--- src/common/fic_regs.svh ---
// Register offsets, bit positions, reset values and timing counts
`ifndef FIC_REGS_SVH
`define FIC_REGS_SVH

// ==========================================================
// Register byte offsets
`define FIC_OFS_ENABLE_ZERO 8'h00
`define FIC_OFS_ENABLE_ONE 8'h04
`define FIC_OFS_PRIO_LOW_ZERO 8'h08
`define FIC_OFS_PRIO_HIGH_ZERO 8'h0c
`define FIC_OFS_PRIO_LOW_ONE 8'h10
`define FIC_OFS_PRIO_HIGH_ONE 8'h14
`define FIC_OFS_TIMER_CONTROL 8'h18
`define FIC_OFS_STATUS 8'h1c

// ==========================================================
// Field positions
`define FIC_GLOBAL_EN_BIT 7
`define FIC_TIMER_CONTROL_REG_TYPE_LSB 0
`define FIC_TIMER_CONTROL_REG_FLAG_LSB 2
`define FIC_STAT_VEC_LSB 8
`define FIC_STAT_REQ_BIT 24
`define FIC_STAT_LVL_LSB 25

// ==========================================================
// Reset values
`define FIC_RST_BYTE 8'h00
`define FIC_RST_PINS 2'b11

// ==========================================================
// Timing and vectors
`define FIC_MC_CLKS 3'd6
`define FIC_VEC_BASE 16'h0003
`define FIC_VEC_STEP_SHIFT 3
`define FIC_VEC_GAP_SRC 4'd9
`define FIC_VEC_GAP2_SRC 4'd12
`define FIC_WAKE_MASK 13'h0fa5

`endif

--- src/common/fic_pkg.sv ---
// Types shared by the interrupt controller
package fic_pkg;
   typedef logic [1:0] fic_level_t;
   typedef logic [3:0] fic_src_t;

   // Source index 0..12: ext0, timer0, ext1, timer1, serial, brownout,
   // i2c, keyboard, comparator 2, watchdog, converter, comparator 1,
   // timer i. Listed here in fixed tie-break order, first wins.
   localparam fic_src_t FIC_RANK [13] = '{
      4'd0, 4'd5, 4'd9, 4'd1, 4'd6, 4'd10, 4'd2,
      4'd7, 4'd11, 4'd3, 4'd8, 4'd4, 4'd12};

   typedef struct packed {
      logic [7:0] enable_reg_zero;
      logic [7:0] enable_reg_one;
      logic [7:0] prio_low_reg_zero;
      logic [7:0] prio_high_reg_zero;
      logic [7:0] prio_low_reg_one;
      logic [7:0] prio_high_reg_one;
      logic [1:0] ext_trigger_type;
      logic [1:0] ext_request_flag;
      logic [1:0] pin_sample;
      logic [2:0] mc_cnt;
      logic [3:0] active;
      logic irq_req;
      logic [15:0] irq_vector;
      fic_level_t irq_level;
      fic_src_t irq_src;
      logic wake;
      logic [31:0] prdata;
      logic pready;
      logic pslverr;
   } fic_state_t;
endpackage : fic_pkg

--- src/fic_top.sv ---
// Four-level priority interrupt controller with APB register access
//
// What this block does
// - Accept thirteen sources, each given one of four priority levels.
// - Each source has an enable bit; disabled sources are never serviced.
// - Global enable bit in enable register zero gates every source; the o_wake output is not gated by it.
// - Priority level per source from one high-register and one low bit.
// - Preempt a running routine only with strictly higher priority.
// - A routine at the top level is never interrupted.
// - Simultaneous requests: higher priority level serviced first.
// - Equal-level ties resolved by fixed polling order, only for ties.
// - Tie order: ext0, brownout, watchdog, ... timer i last.
// - Fixed vector per source, step eight, gaps before watchdog, timer i.
// - Serial transmit and receive flags share one request and vector.
// - Only ext, brownout, keyboard, comparators, watchdog, converter wake from power-down.
// - Level mode: low level on active-low pin raises a request.
// - Edge mode: sample high then next sample low sets the flag.
// - Edge mode flag cleared by hardware when its routine is entered.
// - Level mode: pin still low at routine end gives another interrupt.
// - Level mode: request flag follows the pin, no software clear.
// - Enabled external interrupt wakes the core from idle or power-down.
//
// Added by the designer: the placing of the registers and the APB slave port.
`timescale 1ns/1ps
`include "fic_regs.svh"

module fic_top (
   // Clock and reset
   input wire logic i_mclk,
   input wire logic i_rst,
   // APB slave
   input wire logic i_psel,
   input wire logic i_penable,
   input wire logic i_pwrite,
   input wire logic [7:0] i_paddr,
   input wire logic [31:0] i_pwdata,
   output logic [31:0] o_prdata,
   output logic o_pready,
   output logic o_pslverr,
   // External interrupt pins, active low
   input wire logic [1:0] i_ext_irq_pin_n,
   // Peripheral request levels
   input wire logic i_timer0_req,
   input wire logic i_timer1_req,
   input wire logic i_serial_tx_flag,
   input wire logic i_serial_rx_flag,
   input wire logic i_bod_req,
   input wire logic i_i2c_req,
   input wire logic i_kbd_req,
   input wire logic i_cmp2_req,
   input wire logic i_wdt_req,
   input wire logic i_adc_req,
   input wire logic i_cmp1_req,
   input wire logic i_timer_i_req,
   // CPU side
   input wire logic i_irq_ack,
   input wire logic i_irq_return,
   input wire logic i_idle,
   input wire logic i_power_down,
   output logic o_irq_req,
   output logic [15:0] o_irq_vector,
   output fic_pkg::fic_level_t o_irq_level,
   output logic o_wake
);
   import fic_pkg::*;

   fic_state_t s_reg;
   fic_state_t s_next;

   // ==========================================================
   // Arbitration helpers

   // Highest in-service level, or -1 when nothing is running
   function automatic logic [2:0] top_active(input logic [3:0] act);
      logic [2:0] r;
      r = 3'b111;
      for (int i = 0; i < 4; i++) begin
         if (act[i]) begin
            r = 3'(i);
         end
      end
      return r;
   endfunction : top_active

   // Vector address, with unused slots ahead of the watchdog and timer i
   function automatic logic [15:0] vec_of(input fic_src_t src);
      logic [15:0] slot;
      slot = {12'h000, src};
      if (src >= `FIC_VEC_GAP_SRC) begin
         slot = slot + 16'h0001;
      end
      if (src >= `FIC_VEC_GAP2_SRC) begin
         slot = slot + 16'h0001;
      end
      return `FIC_VEC_BASE + (slot << `FIC_VEC_STEP_SHIFT);
   endfunction : vec_of

   // One bit per source index from a pair of register bytes. Enable and
   // both priority pairs share these positions, so one map serves all
   // three and they cannot drift apart.
   function automatic logic [12:0] src_bits(input logic [7:0] r0,
                                            input logic [7:0] r1);
      logic [12:0] b;
      b[0] = r0[0]; // external 0
      b[1] = r0[1]; // timer 0
      b[2] = r0[2]; // external 1
      b[3] = r0[3]; // timer 1
      b[4] = r0[4]; // serial
      b[5] = r0[5]; // brownout
      b[6] = r1[0]; // i2c
      b[7] = r1[1]; // keyboard
      b[8] = r1[2]; // comparator 2
      b[9] = r0[6]; // watchdog
      b[10] = r1[4]; // converter
      b[11] = r1[5]; // comparator 1
      b[12] = r1[7]; // timer i
      return b;
   endfunction : src_bits

   // ==========================================================
   // Next-state logic
   always_comb begin
      logic mc_tick;
      logic [1:0] edge_hit;
      logic [12:0] raw;
      logic [12:0] en;
      logic [12:0] pend;
      logic [12:0] prio_h;
      logic [12:0] prio_l;
      logic [2:0] cur;
      logic found;
      fic_src_t pick;
      fic_level_t pick_lvl;
      logic setup;
      logic access;
      logic mapped;
      logic [31:0] rdata;
      logic wake_pd;
      logic wake_idle;

      // Every field keeps its value unless a branch below changes it
      s_next = s_reg;
      mc_tick = 1'b0;
      edge_hit = 2'b00;
      raw = '0;
      en = '0;
      pend = '0;
      prio_h = '0;
      prio_l = '0;
      cur = 3'b111;
      found = 1'b0;
      pick = '0;
      pick_lvl = '0;
      setup = 1'b0;
      access = 1'b0;
      mapped = 1'b0;
      rdata = '0;
      wake_pd = 1'b0;
      wake_idle = 1'b0;

      // Machine-cycle divider: pins are only looked at once per cycle
      mc_tick = (s_reg.mc_cnt == `FIC_MC_CLKS - 3'd1);
      s_next.mc_cnt = mc_tick ? 3'd0 : s_reg.mc_cnt + 3'd1;
      if (mc_tick) begin
         // Edge needs the previous sample high and this one low
         edge_hit = s_reg.pin_sample & ~i_ext_irq_pin_n;
         s_next.pin_sample = i_ext_irq_pin_n;
      end

      // ==========================================================
      // APB slave: one setup cycle, then a one-cycle access phase
      setup = i_psel && !i_penable;
      access = i_psel && i_penable && s_reg.pready;
      unique case (i_paddr)
         `FIC_OFS_ENABLE_ZERO: rdata = {24'h0, s_reg.enable_reg_zero};
         `FIC_OFS_ENABLE_ONE: rdata = {24'h0, s_reg.enable_reg_one};
         `FIC_OFS_PRIO_LOW_ZERO: rdata = {24'h0, s_reg.prio_low_reg_zero};
         `FIC_OFS_PRIO_HIGH_ZERO: rdata = {24'h0, s_reg.prio_high_reg_zero};
         `FIC_OFS_PRIO_LOW_ONE: rdata = {24'h0, s_reg.prio_low_reg_one};
         `FIC_OFS_PRIO_HIGH_ONE: rdata = {24'h0, s_reg.prio_high_reg_one};
         `FIC_OFS_TIMER_CONTROL: begin
            rdata[`FIC_TIMER_CONTROL_REG_TYPE_LSB +: 2] = s_reg.ext_trigger_type;
            rdata[`FIC_TIMER_CONTROL_REG_FLAG_LSB +: 2] = s_reg.ext_request_flag;
         end
         `FIC_OFS_STATUS: begin
            rdata[3:0] = s_reg.active;
            rdata[`FIC_STAT_VEC_LSB +: 16] = s_reg.irq_vector;
            rdata[`FIC_STAT_REQ_BIT] = s_reg.irq_req;
            rdata[`FIC_STAT_LVL_LSB +: 2] = s_reg.irq_level;
         end
         default: rdata = '0;
      endcase
      mapped = (i_paddr[1:0] == 2'b00) && (i_paddr <= `FIC_OFS_STATUS);
      s_next.pready = setup;
      s_next.pslverr = setup && !mapped;
      if (setup) begin
         s_next.prdata = mapped ? rdata : '0;
      end
      if (access && i_pwrite) begin
         unique case (i_paddr)
            `FIC_OFS_ENABLE_ZERO: s_next.enable_reg_zero = i_pwdata[7:0];
            `FIC_OFS_ENABLE_ONE: s_next.enable_reg_one = i_pwdata[7:0];
            `FIC_OFS_PRIO_LOW_ZERO: s_next.prio_low_reg_zero = i_pwdata[7:0];
            `FIC_OFS_PRIO_HIGH_ZERO:
               s_next.prio_high_reg_zero = i_pwdata[7:0];
            `FIC_OFS_PRIO_LOW_ONE: s_next.prio_low_reg_one = i_pwdata[7:0];
            `FIC_OFS_PRIO_HIGH_ONE: s_next.prio_high_reg_one = i_pwdata[7:0];
            `FIC_OFS_TIMER_CONTROL: begin
               s_next.ext_trigger_type =
                  i_pwdata[`FIC_TIMER_CONTROL_REG_TYPE_LSB +: 2];
               s_next.ext_request_flag =
                  i_pwdata[`FIC_TIMER_CONTROL_REG_FLAG_LSB +: 2];
            end
            default: ;
         endcase
      end

      // ==========================================================
      // Return from a routine restores the level below it
      cur = top_active(s_reg.active);
      if (i_irq_return && !cur[2]) begin
         s_next.active[cur[1:0]] = 1'b0;
      end

      // Entry into a routine marks its level in service
      if (i_irq_ack && s_reg.irq_req) begin
         s_next.active[s_reg.irq_level] = 1'b1;
         if (s_reg.irq_src == 4'd0 && s_reg.ext_trigger_type[0]) begin
            s_next.ext_request_flag[0] = 1'b0;
         end
         if (s_reg.irq_src == 4'd2 && s_reg.ext_trigger_type[1]) begin
            s_next.ext_request_flag[1] = 1'b0;
         end
      end

      // External flags: level mode tracks the pin, edge mode is sticky.
      // A new edge wins over a write or an entry clear in the same cycle.
      for (int k = 0; k < 2; k++) begin
         if (!s_next.ext_trigger_type[k]) begin
            s_next.ext_request_flag[k] = !s_reg.pin_sample[k];
         end else if (edge_hit[k]) begin
            s_next.ext_request_flag[k] = 1'b1;
         end
      end

      // ==========================================================
      // Source requests, enables and levels by source index
      raw[0] = s_next.ext_request_flag[0];
      raw[1] = i_timer0_req;
      raw[2] = s_next.ext_request_flag[1];
      raw[3] = i_timer1_req;
      raw[4] = i_serial_tx_flag | i_serial_rx_flag;
      raw[5] = i_bod_req;
      raw[6] = i_i2c_req;
      raw[7] = i_kbd_req;
      raw[8] = i_cmp2_req;
      raw[9] = i_wdt_req;
      raw[10] = i_adc_req;
      raw[11] = i_cmp1_req;
      raw[12] = i_timer_i_req;
      en = src_bits(s_next.enable_reg_zero, s_next.enable_reg_one);
      prio_h = src_bits(s_next.prio_high_reg_zero,
                        s_next.prio_high_reg_one);
      prio_l = src_bits(s_next.prio_low_reg_zero,
                        s_next.prio_low_reg_one);
      pend = raw & en;

      // Highest level first; rank order only breaks ties inside a level
      for (int lv = 3; lv >= 0; lv--) begin
         for (int r = 0; r < 13; r++) begin
            if (!found && pend[FIC_RANK[r]] &&
                {prio_h[FIC_RANK[r]], prio_l[FIC_RANK[r]]} == 2'(lv)) begin
               found = 1'b1;
               pick = FIC_RANK[r];
               pick_lvl = 2'(lv);
            end
         end
      end

      // Preempt only above the running level; top level blocks everything
      cur = top_active(s_next.active);
      s_next.irq_req = found &&
         s_next.enable_reg_zero[`FIC_GLOBAL_EN_BIT] &&
         (cur[2] || {1'b0, pick_lvl} > cur);
      s_next.irq_src = pick;
      s_next.irq_level = pick_lvl;
      s_next.irq_vector = found ? vec_of(pick) : '0;

      // Wake: any enabled source from idle, restricted set from power-down
      wake_pd = i_power_down && |(pend & `FIC_WAKE_MASK);
      wake_idle = i_idle && |pend;
      s_next.wake = wake_pd || wake_idle;
   end

   // ==========================================================
   // State register
   always_ff @(posedge i_mclk) begin
      if (i_rst) begin
         s_reg <= '0;
         s_reg.enable_reg_zero <= `FIC_RST_BYTE;
         s_reg.enable_reg_one <= `FIC_RST_BYTE;
         s_reg.prio_low_reg_zero <= `FIC_RST_BYTE;
         s_reg.prio_high_reg_zero <= `FIC_RST_BYTE;
         s_reg.prio_low_reg_one <= `FIC_RST_BYTE;
         s_reg.prio_high_reg_one <= `FIC_RST_BYTE;
         s_reg.pin_sample <= `FIC_RST_PINS;
      end else begin
         s_reg <= s_next;
      end
   end

   // ==========================================================
   // Outputs straight from the state register
   assign o_prdata = s_reg.prdata;
   assign o_pready = s_reg.pready;
   assign o_pslverr = s_reg.pslverr;
   assign o_irq_req = s_reg.irq_req;
   assign o_irq_vector = s_reg.irq_vector;
   assign o_irq_level = s_reg.irq_level;
   assign o_wake = s_reg.wake;

endmodule : fic_top

--- config.mk ---
export PLATFORM = sky130hd
export DESIGN_NAME = fic_top
export DESIGN_NICKNAME = d
export VERILOG_FILES = /design/src/common/fic_pkg.sv /design/src/fic_top.sv
export VERILOG_INCLUDE_DIRS = /design/src /design/src/common
export SDC_FILE = /design/constraint.sdc
export NUM_CORES = 1
export LEC_CHECK = 0
export BUFFER_PORTS_ARGS = -buffer_cell sky130_fd_sc_hd__buf_2
export CORE_MARGIN = 2
export CORE_UTILIZATION = 50
export DETAILED_ROUTE_END_ITERATION = 10
export PLACE_DENSITY_LB_ADDON = 0.25
export SLEW_MARGIN = 20
export SYNTH_ARGS = -nofsm -noshare
export SYNTH_HDL_FRONTEND = slang
export SYNTH_SLANG_ARGS = --single-unit
--- constraint.sdc ---
create_clock -name i_mclk -period 9.6 [get_ports i_mclk]
set_input_delay 0 -clock i_mclk [delete_from_list [all_inputs] [get_ports i_mclk]]
set_output_delay 0 -clock i_mclk [all_outputs]
set_load 0.01 [all_outputs]
---- Word level (Yosys, flattened, before mapping) ----
Cells that the tools add are included.
storage, ports and cells
  logic and storage cells ................. 485
  input port bits ......................... 63
  output and inout port bits .............. 54
  register bits ........................... 119
cells by class
  muxes and demuxes ....................... 191
  $lt $le $gt $ge ......................... 8
  equality and inequality tests ........... 48
  reductions and logical operators ........ 202
  add/sub/neg operators ................... 4
  bitwise operators ....................... 8
operators by type and width
  operator                 count
  $mux W4                  53
  $logic_and A1 B1 Y1      119
  $mux W2                  54
  $mux W1                  60
  $logic_not A1 Y1         56
  $eq A2 B2 Y1 const B     26
  $mux W52                 1
  $mux W8                  6
  $eq A8 B5 Y1 const B     4
  $pmux W4 S8              1
  $logic_not A2 Y1         14
  $mux W27                 1
  $mux W3                  9
  $eq A2 B1 Y1 const B     13
  $pmux W4 S6              1
  $mux W19                 1
  $add A2 B16 Y16 const A  1
  $eq A8 B4 Y1 const B     2
  $and A13 B13 Y13         1
  $mux W13                 1
  $reduce_or A13 Y1        1
  $reduce_and A2 Y1        5
  $eq A8 B3 Y1 const B     1
  $ge A4 B4 Y1 const B     2
  other kinds (23)         28

---- Depth between registers and ports, before layout ----
  word-level depth ........................ 220
  depth in mapped cells ................... 20
  depth with buffers taken out ............ 19

---- Worst setup path before layout ----
OpenSTA, ideal clock, no wires.
  path type ............................... register to register
  start ................................... register s_reg, in the netlist o_pready
  end ..................................... register s_reg, in the netlist o_irq_vector[4]
  data arrival time ....................... 4.366 ns
  library setup time ...................... 0.116 ns
  path buffers ............................ 2
  slack ................................... 5.118 ns
  clock period less this slack ............ 4.482 ns
  required time ........................... 9.484 ns
  stages on the path, launching flop included .. 18
  cell sequence ........................... dfxtp_1 and4_1 clkbuf_1 buf_2 nand3_2 mux2_2 and2_1 a211o_1 or4_4 or3_1 o21ai_1 nor4b_1 ha_1 inv_1 o32ai_2 ha_1 nor4b_1 a31o_1
between the ends
  word-level cells in the longest chain between the ends .. 219
  elaborated cells on any way between the ends .. 329
  those cells by class .................... add/sub (3); order compare (2); eq/ne (39); mux (113); bitwise (2); reduce/logical (170)
ends and longest elaborated chain
  element                                               line            RTL
  start, declared                                       fic_top.sv:67   fic_state_t s_reg;
  start signal, assigned                                fic_top.sv:308  s_reg <= s_next;
  $logic_and A1 B1 Y1 *                                 fic_top.sv:173  access = i_psel && i_penable && s_reg.pready;
  $logic_and A1 B1 Y1 *                                 fic_top.sv:199  if (access && i_pwrite) begin
  $mux W52 *                                            fic_top.sv:199
  $mux W1                                               fic_top.sv:228  if (s_reg.irq_src == 4'd0 && s_reg.ext_trigger_type[0]) begin
  $mux W2                                               fic_top.sv:226  if (i_irq_ack && s_reg.irq_req) begin
  $mux W1                                               fic_top.sv:241  end else if (edge_hit[k]) begin
  $mux W1                                               fic_top.sv:239  if (!s_next.ext_trigger_type[k]) begin
  $and A13 B13 Y13                                      fic_top.sv:266  pend = raw & en;
  (+202 left out)                                       n/a
  $logic_not A1 Y1                                      fic_top.sv:271  if (!found && pend[FIC_RANK[r]] &&
  $logic_and A1 B1 Y1 (2 in a row)                      fic_top.sv:271
  $mux W4                                               fic_top.sv:271
  $add A4 B1 Y5 / $ge A4 B4 Y1 (equally long branches)  n/a
  $mux W5                                               fic_top.sv:89   if (src >= `FIC_VEC_GAP_SRC) begin
  $add A5 B1 Y6                                         fic_top.sv:93   slot = slot + 16'h0001;
  $mux W13                                              fic_top.sv:92   if (src >= `FIC_VEC_GAP2_SRC) begin
  $add A2 B16 Y16 (no line)                             n/a
Every way passes the cells marked *; elsewhere a longest branch is shown, timed or not.
A chain may end at the register's enable or synchronous reset.

---- Worst setup path after layout ----
  start ................................... input port i_paddr[5]
  end ..................................... register s_reg, in the netlist o_irq_vector[4]
between the ends
  word-level cells in the longest chain between the ends .. 219
  elaborated cells on any way between the ends .. 341
  those cells by class .................... add/sub (3); order compare (2); eq/ne (45); mux (120); bitwise (2); reduce/logical (169)
ends and longest elaborated chain
  element                                               line            RTL
  start, declared                                       fic_top.sv:35   input wire logic [7:0] i_paddr,
  $eq A8 B5 Y1                                          fic_top.sv:200  unique case (i_paddr)
  $mux W4                                               fic_top.sv:200
  $mux W52 *                                            fic_top.sv:199
  $mux W1                                               fic_top.sv:228
  $mux W2                                               fic_top.sv:226
  $mux W1                                               fic_top.sv:241
  $mux W1                                               fic_top.sv:239
  $and A13 B13 Y13                                      fic_top.sv:266
  (+202 left out)                                       n/a
  $logic_not A1 Y1                                      fic_top.sv:271
  $logic_and A1 B1 Y1 (2 in a row)                      fic_top.sv:271
  $mux W4                                               fic_top.sv:271
  $add A4 B1 Y5 / $ge A4 B4 Y1 (equally long branches)  n/a
  $mux W5                                               fic_top.sv:89
  $add A5 B1 Y6                                         fic_top.sv:93
  $mux W13                                              fic_top.sv:92
  $add A2 B16 Y16 (no line)                             n/a
Marks and branches as above.

==> flow_summary.json <==
{
  "worst-r2r-setup-slack_ps": 3810,
  "holdCritStartpoint": "i_irq_return",
  "synth.area.top_cells": "dfxtp_1, buf_4, nor2_1",
  "syn_inst": 822,
  "finalSetupViolCount": 0,
  "place_congestion": 0.967,
  "layout_commonest_cell": "nor2_1",
  "diodes": 0,
  "cts_tree": "done",
  "grt_pass1_wl_mm": 34.4,
  "hp-class": "in -> reg",
  "crit_type": "in -> reg",
  "ys_seq_area_frac": 0.289,
  "die_area_mm2": 0.0142,
  "via_per_inst": 6.63,
  "numCtsBuffers": 9,
  "slowest_stage": "or4_1",
  "vias": 6773,
  "met3_usage": 0.0896,
  "cts_buffer_depth": 2,
  "fill_cells": 1263,
  "fin_worst_skew_ps": 5.21,
  "finalWorstSetupSlack_ps": 3060,
  "status": "finished clean",
  "r2r_end": "o_irq_vector[4]",
  "rsz0062_at_grt": "no",
  "drt_first_pass_iters": 7,
  "cp_cell_sequence": "dlygate4sd3_1 -> buf_2 -> or4_1 -> nor3_4 -> mux2i_1 -> nor3b_1 -> a211o_1 -> nor4_1 -> a41oi_1 -> o22a_1 -> nor4b_1 -> ha_1 -> a22oi_1 -> nor2b_1 -> a21oi_1 -> ha_1 -> nor4b_1 -> a31o_1",
  "dpl_worst_slack_ps": 3290,
  "fin_crit_sh": 0.681,
  "slew_headroom": 0.212,
  "drive_gt1_frac": 0.158,
  "htree_levels": 3,
  "fmax_mhz": 153,
  "core_mm2": 0.0131,
  "max_stage_delay_ps": 990,
  "drc_errors": 0,
  "crit_buf_inv": 2,
  "rr_worst_depth": 17,
  "ys_types": 95,
  "clkSlewWorstSetupHoldPaths_ps": 70,
  "portBuffers": 71,
  "clock-root-buffer": "clkbuf_16",
  "initial_core_util": 0.507,
  "fp.dieH_um": 119,
  "die_x_um": 119,
  "cp.required_ps": 9910,
  "tightest_slew_ps": 1150,
  "mostFrequentLayoutCells": "nor2_1, dfxtp_1, buf_2, nand2_1, a21oi_1",
  "grt-ovfl-total": 0,
  "drt_iter0_markers": 1011,
  "clkSinkCount": 96,
  "synth_edf_count": 0,
  "clk_latency_ps": 360,
  "gr-max-usage-layer": "met2",
  "hold_viol_final": 0,
  "ys_ff_latch": 96,
  "grt_max_degree": 91,
  "area_growth_syn_to_layout_pct": 7.13,
  "hold_slack_ps": 42.2,
  "largest_reg_flops": 65,
  "grt_pass1_vias": 6093,
  "hold_end": "s_reg[61]",
  "timing.final.crit_period_ps": 6540,
  "postCtsSetupBuffers": 0,
  "dp_hpwl_mm": 16.4,
  "cp_top_family": "simple AND/OR/NAND/NOR gates",
  "routed_wl_mm": 22.6,
  "cap_violations": 0,
  "yosysTopAreaCellShare": 0.289,
  "hold_depth": 4,
  "reg2reg_from": "o_pready",
  "power_density_mw_per_mm2": 118,
  "antenna_left": 0,
  "rows": 42,
  "drv_slew": 0,
  "ir_drop_mv": 0.0947,
  "ios": 117,
  "arrival_ps": 6840,
  "avgSynthCellArea_um2": 8.10,
  "grt_antenna_before_repair": 0,
  "use_met2": 0.472,
  "synthArstFlopShare": 0,
  "fin_tns_setup_ps": 0,
  "crit_path_end_kind": "flop",
  "syn_area_mm2": 0.00666,
  "startpoint_type": "input port",
  "leakagePower_nw": 2.75,
  "met1_usage": 0.423,
  "yosys_most_used_dff": "dfxtp_1",
  "path_max_fanout": 22,
  "drt-wirelength-per-cell_um": 22.1,
  "num-nets-final": 910,
  "ys_warn_count": 0,
  "synth.largest_area_cell": "dfxtp_1",
  "track_usage": 0.314
}
worst max path at each step:
stage                from               to  slack, ps  cells after the start
2_1_floorplan    o_pready  o_irq_vector[4]       5120                     17
3_3_place_gp   i_paddr[5]  o_irq_vector[4]       3450                     17
5_1_grt        i_paddr[5]  o_irq_vector[4]       2510                     18
3_5_place_dp   i_paddr[5]  o_irq_vector[4]       3290                     17
6_report       i_paddr[5]  o_irq_vector[4]       3060                     18
4_1_cts        i_paddr[5]  o_irq_vector[4]       3080                     18
kinds of logic (layout without fill, tap and decap cells):
logic type,Yosys count,count (layout),synth area share
buffers and inverters,110,113,0.100
adders and majority gates,7,7,0.0128
other,1,22,0.000563
muxes,36,36,0.0557
and+or+nand+nor,344,344,0.290
DFF,96,96,0.289
AOI/OAI and AO/OA,228,228,0.252
routing by layer:
| layer | vias to the layer above | share of wire |
|---|---|---|
| li1 | 3095 | - |
| met1 | 3224 | 0.41 |
| met2 | 395 | 0.44 |
| met3 | 59 | 0.11 |
| met4 | 0 | 0.040 |
| met5 | - | 0 |
synth_stat cells (all sizes together), types with 6 or more instances:
library cell / n
o21a: 8
nor2b: 10
a2111oi: 6
clkbuf: 27
and2: 10
a221oi: 9
mux2: 8
a211oi: 7
nand3b: 6
o21ai: 27
o31ai: 12
nor2: 97
buf: 72
nor3: 22
a31oi: 15
nand4: 19
nand2: 60
or4: 10
nand2b: 9
mux2i: 28
nor3b: 9
dfxtp: 96
ha: 6
inv: 11
a211o: 7
nor4: 13
o31a: 11
and3: 9
a21oi: 43
nor4b: 10
nand3: 32
a22oi: 17
o211ai: 6
worst min-delay path, delay by kind of cell:
kind	cells	cell delay [ps]
buffers and inverters	1	90
and+or+nand+nor	2	100
AOI/OAI and AO/OA	1	180
layout make-up:
type / instances / area (um2) / area share
Multi-Input combinational cell: 637 / 4150 / 0.583
Sequential cell: 96 / 1920 / 0.270
Timing Repair Buffer: 86 / 488 / 0.0684
Clock buffer: 10 / 239 / 0.0335
Tap cell: 176 / 220 / 0.0309
Clock inverter: 6 / 65.1 / 0.00913
Inverter: 11 / 41.3 / 0.00579
stage by stage:
step	utilization	instance area [um2]	instances	power (mW)
after global routing	0.543	7130	1022	0.867
after CTS	0.543	7130	1022	0.846
after detailed placement	0.513	6750	998	0.472
after global placement	0.513	6750	998	0.470
after floorplan	-	6730	843	0.457
final	0.543	7130	1022	0.845
timing repair:
| item | 4_1_cts | 5_1_grt |
|---|---|---|
| hold buffers | 8 | 0 |
| resized for setup | 0 | 0 |
| endpoints found under the hold margin | 10 | 0 |
| endpoints found under the setup margin | 0 | 0 |
where the power goes:
| group | switching, mW | internal [mW] |
|---|---|---|
| sequential | 0.00220 | 0.402 |
| combinational | 0.0450 | 0.0180 |
| clock | 0.168 | 0.210 |
| total | 0.215 | 0.630 |
No activity file was read; power rests on OpenSTA's default activity.
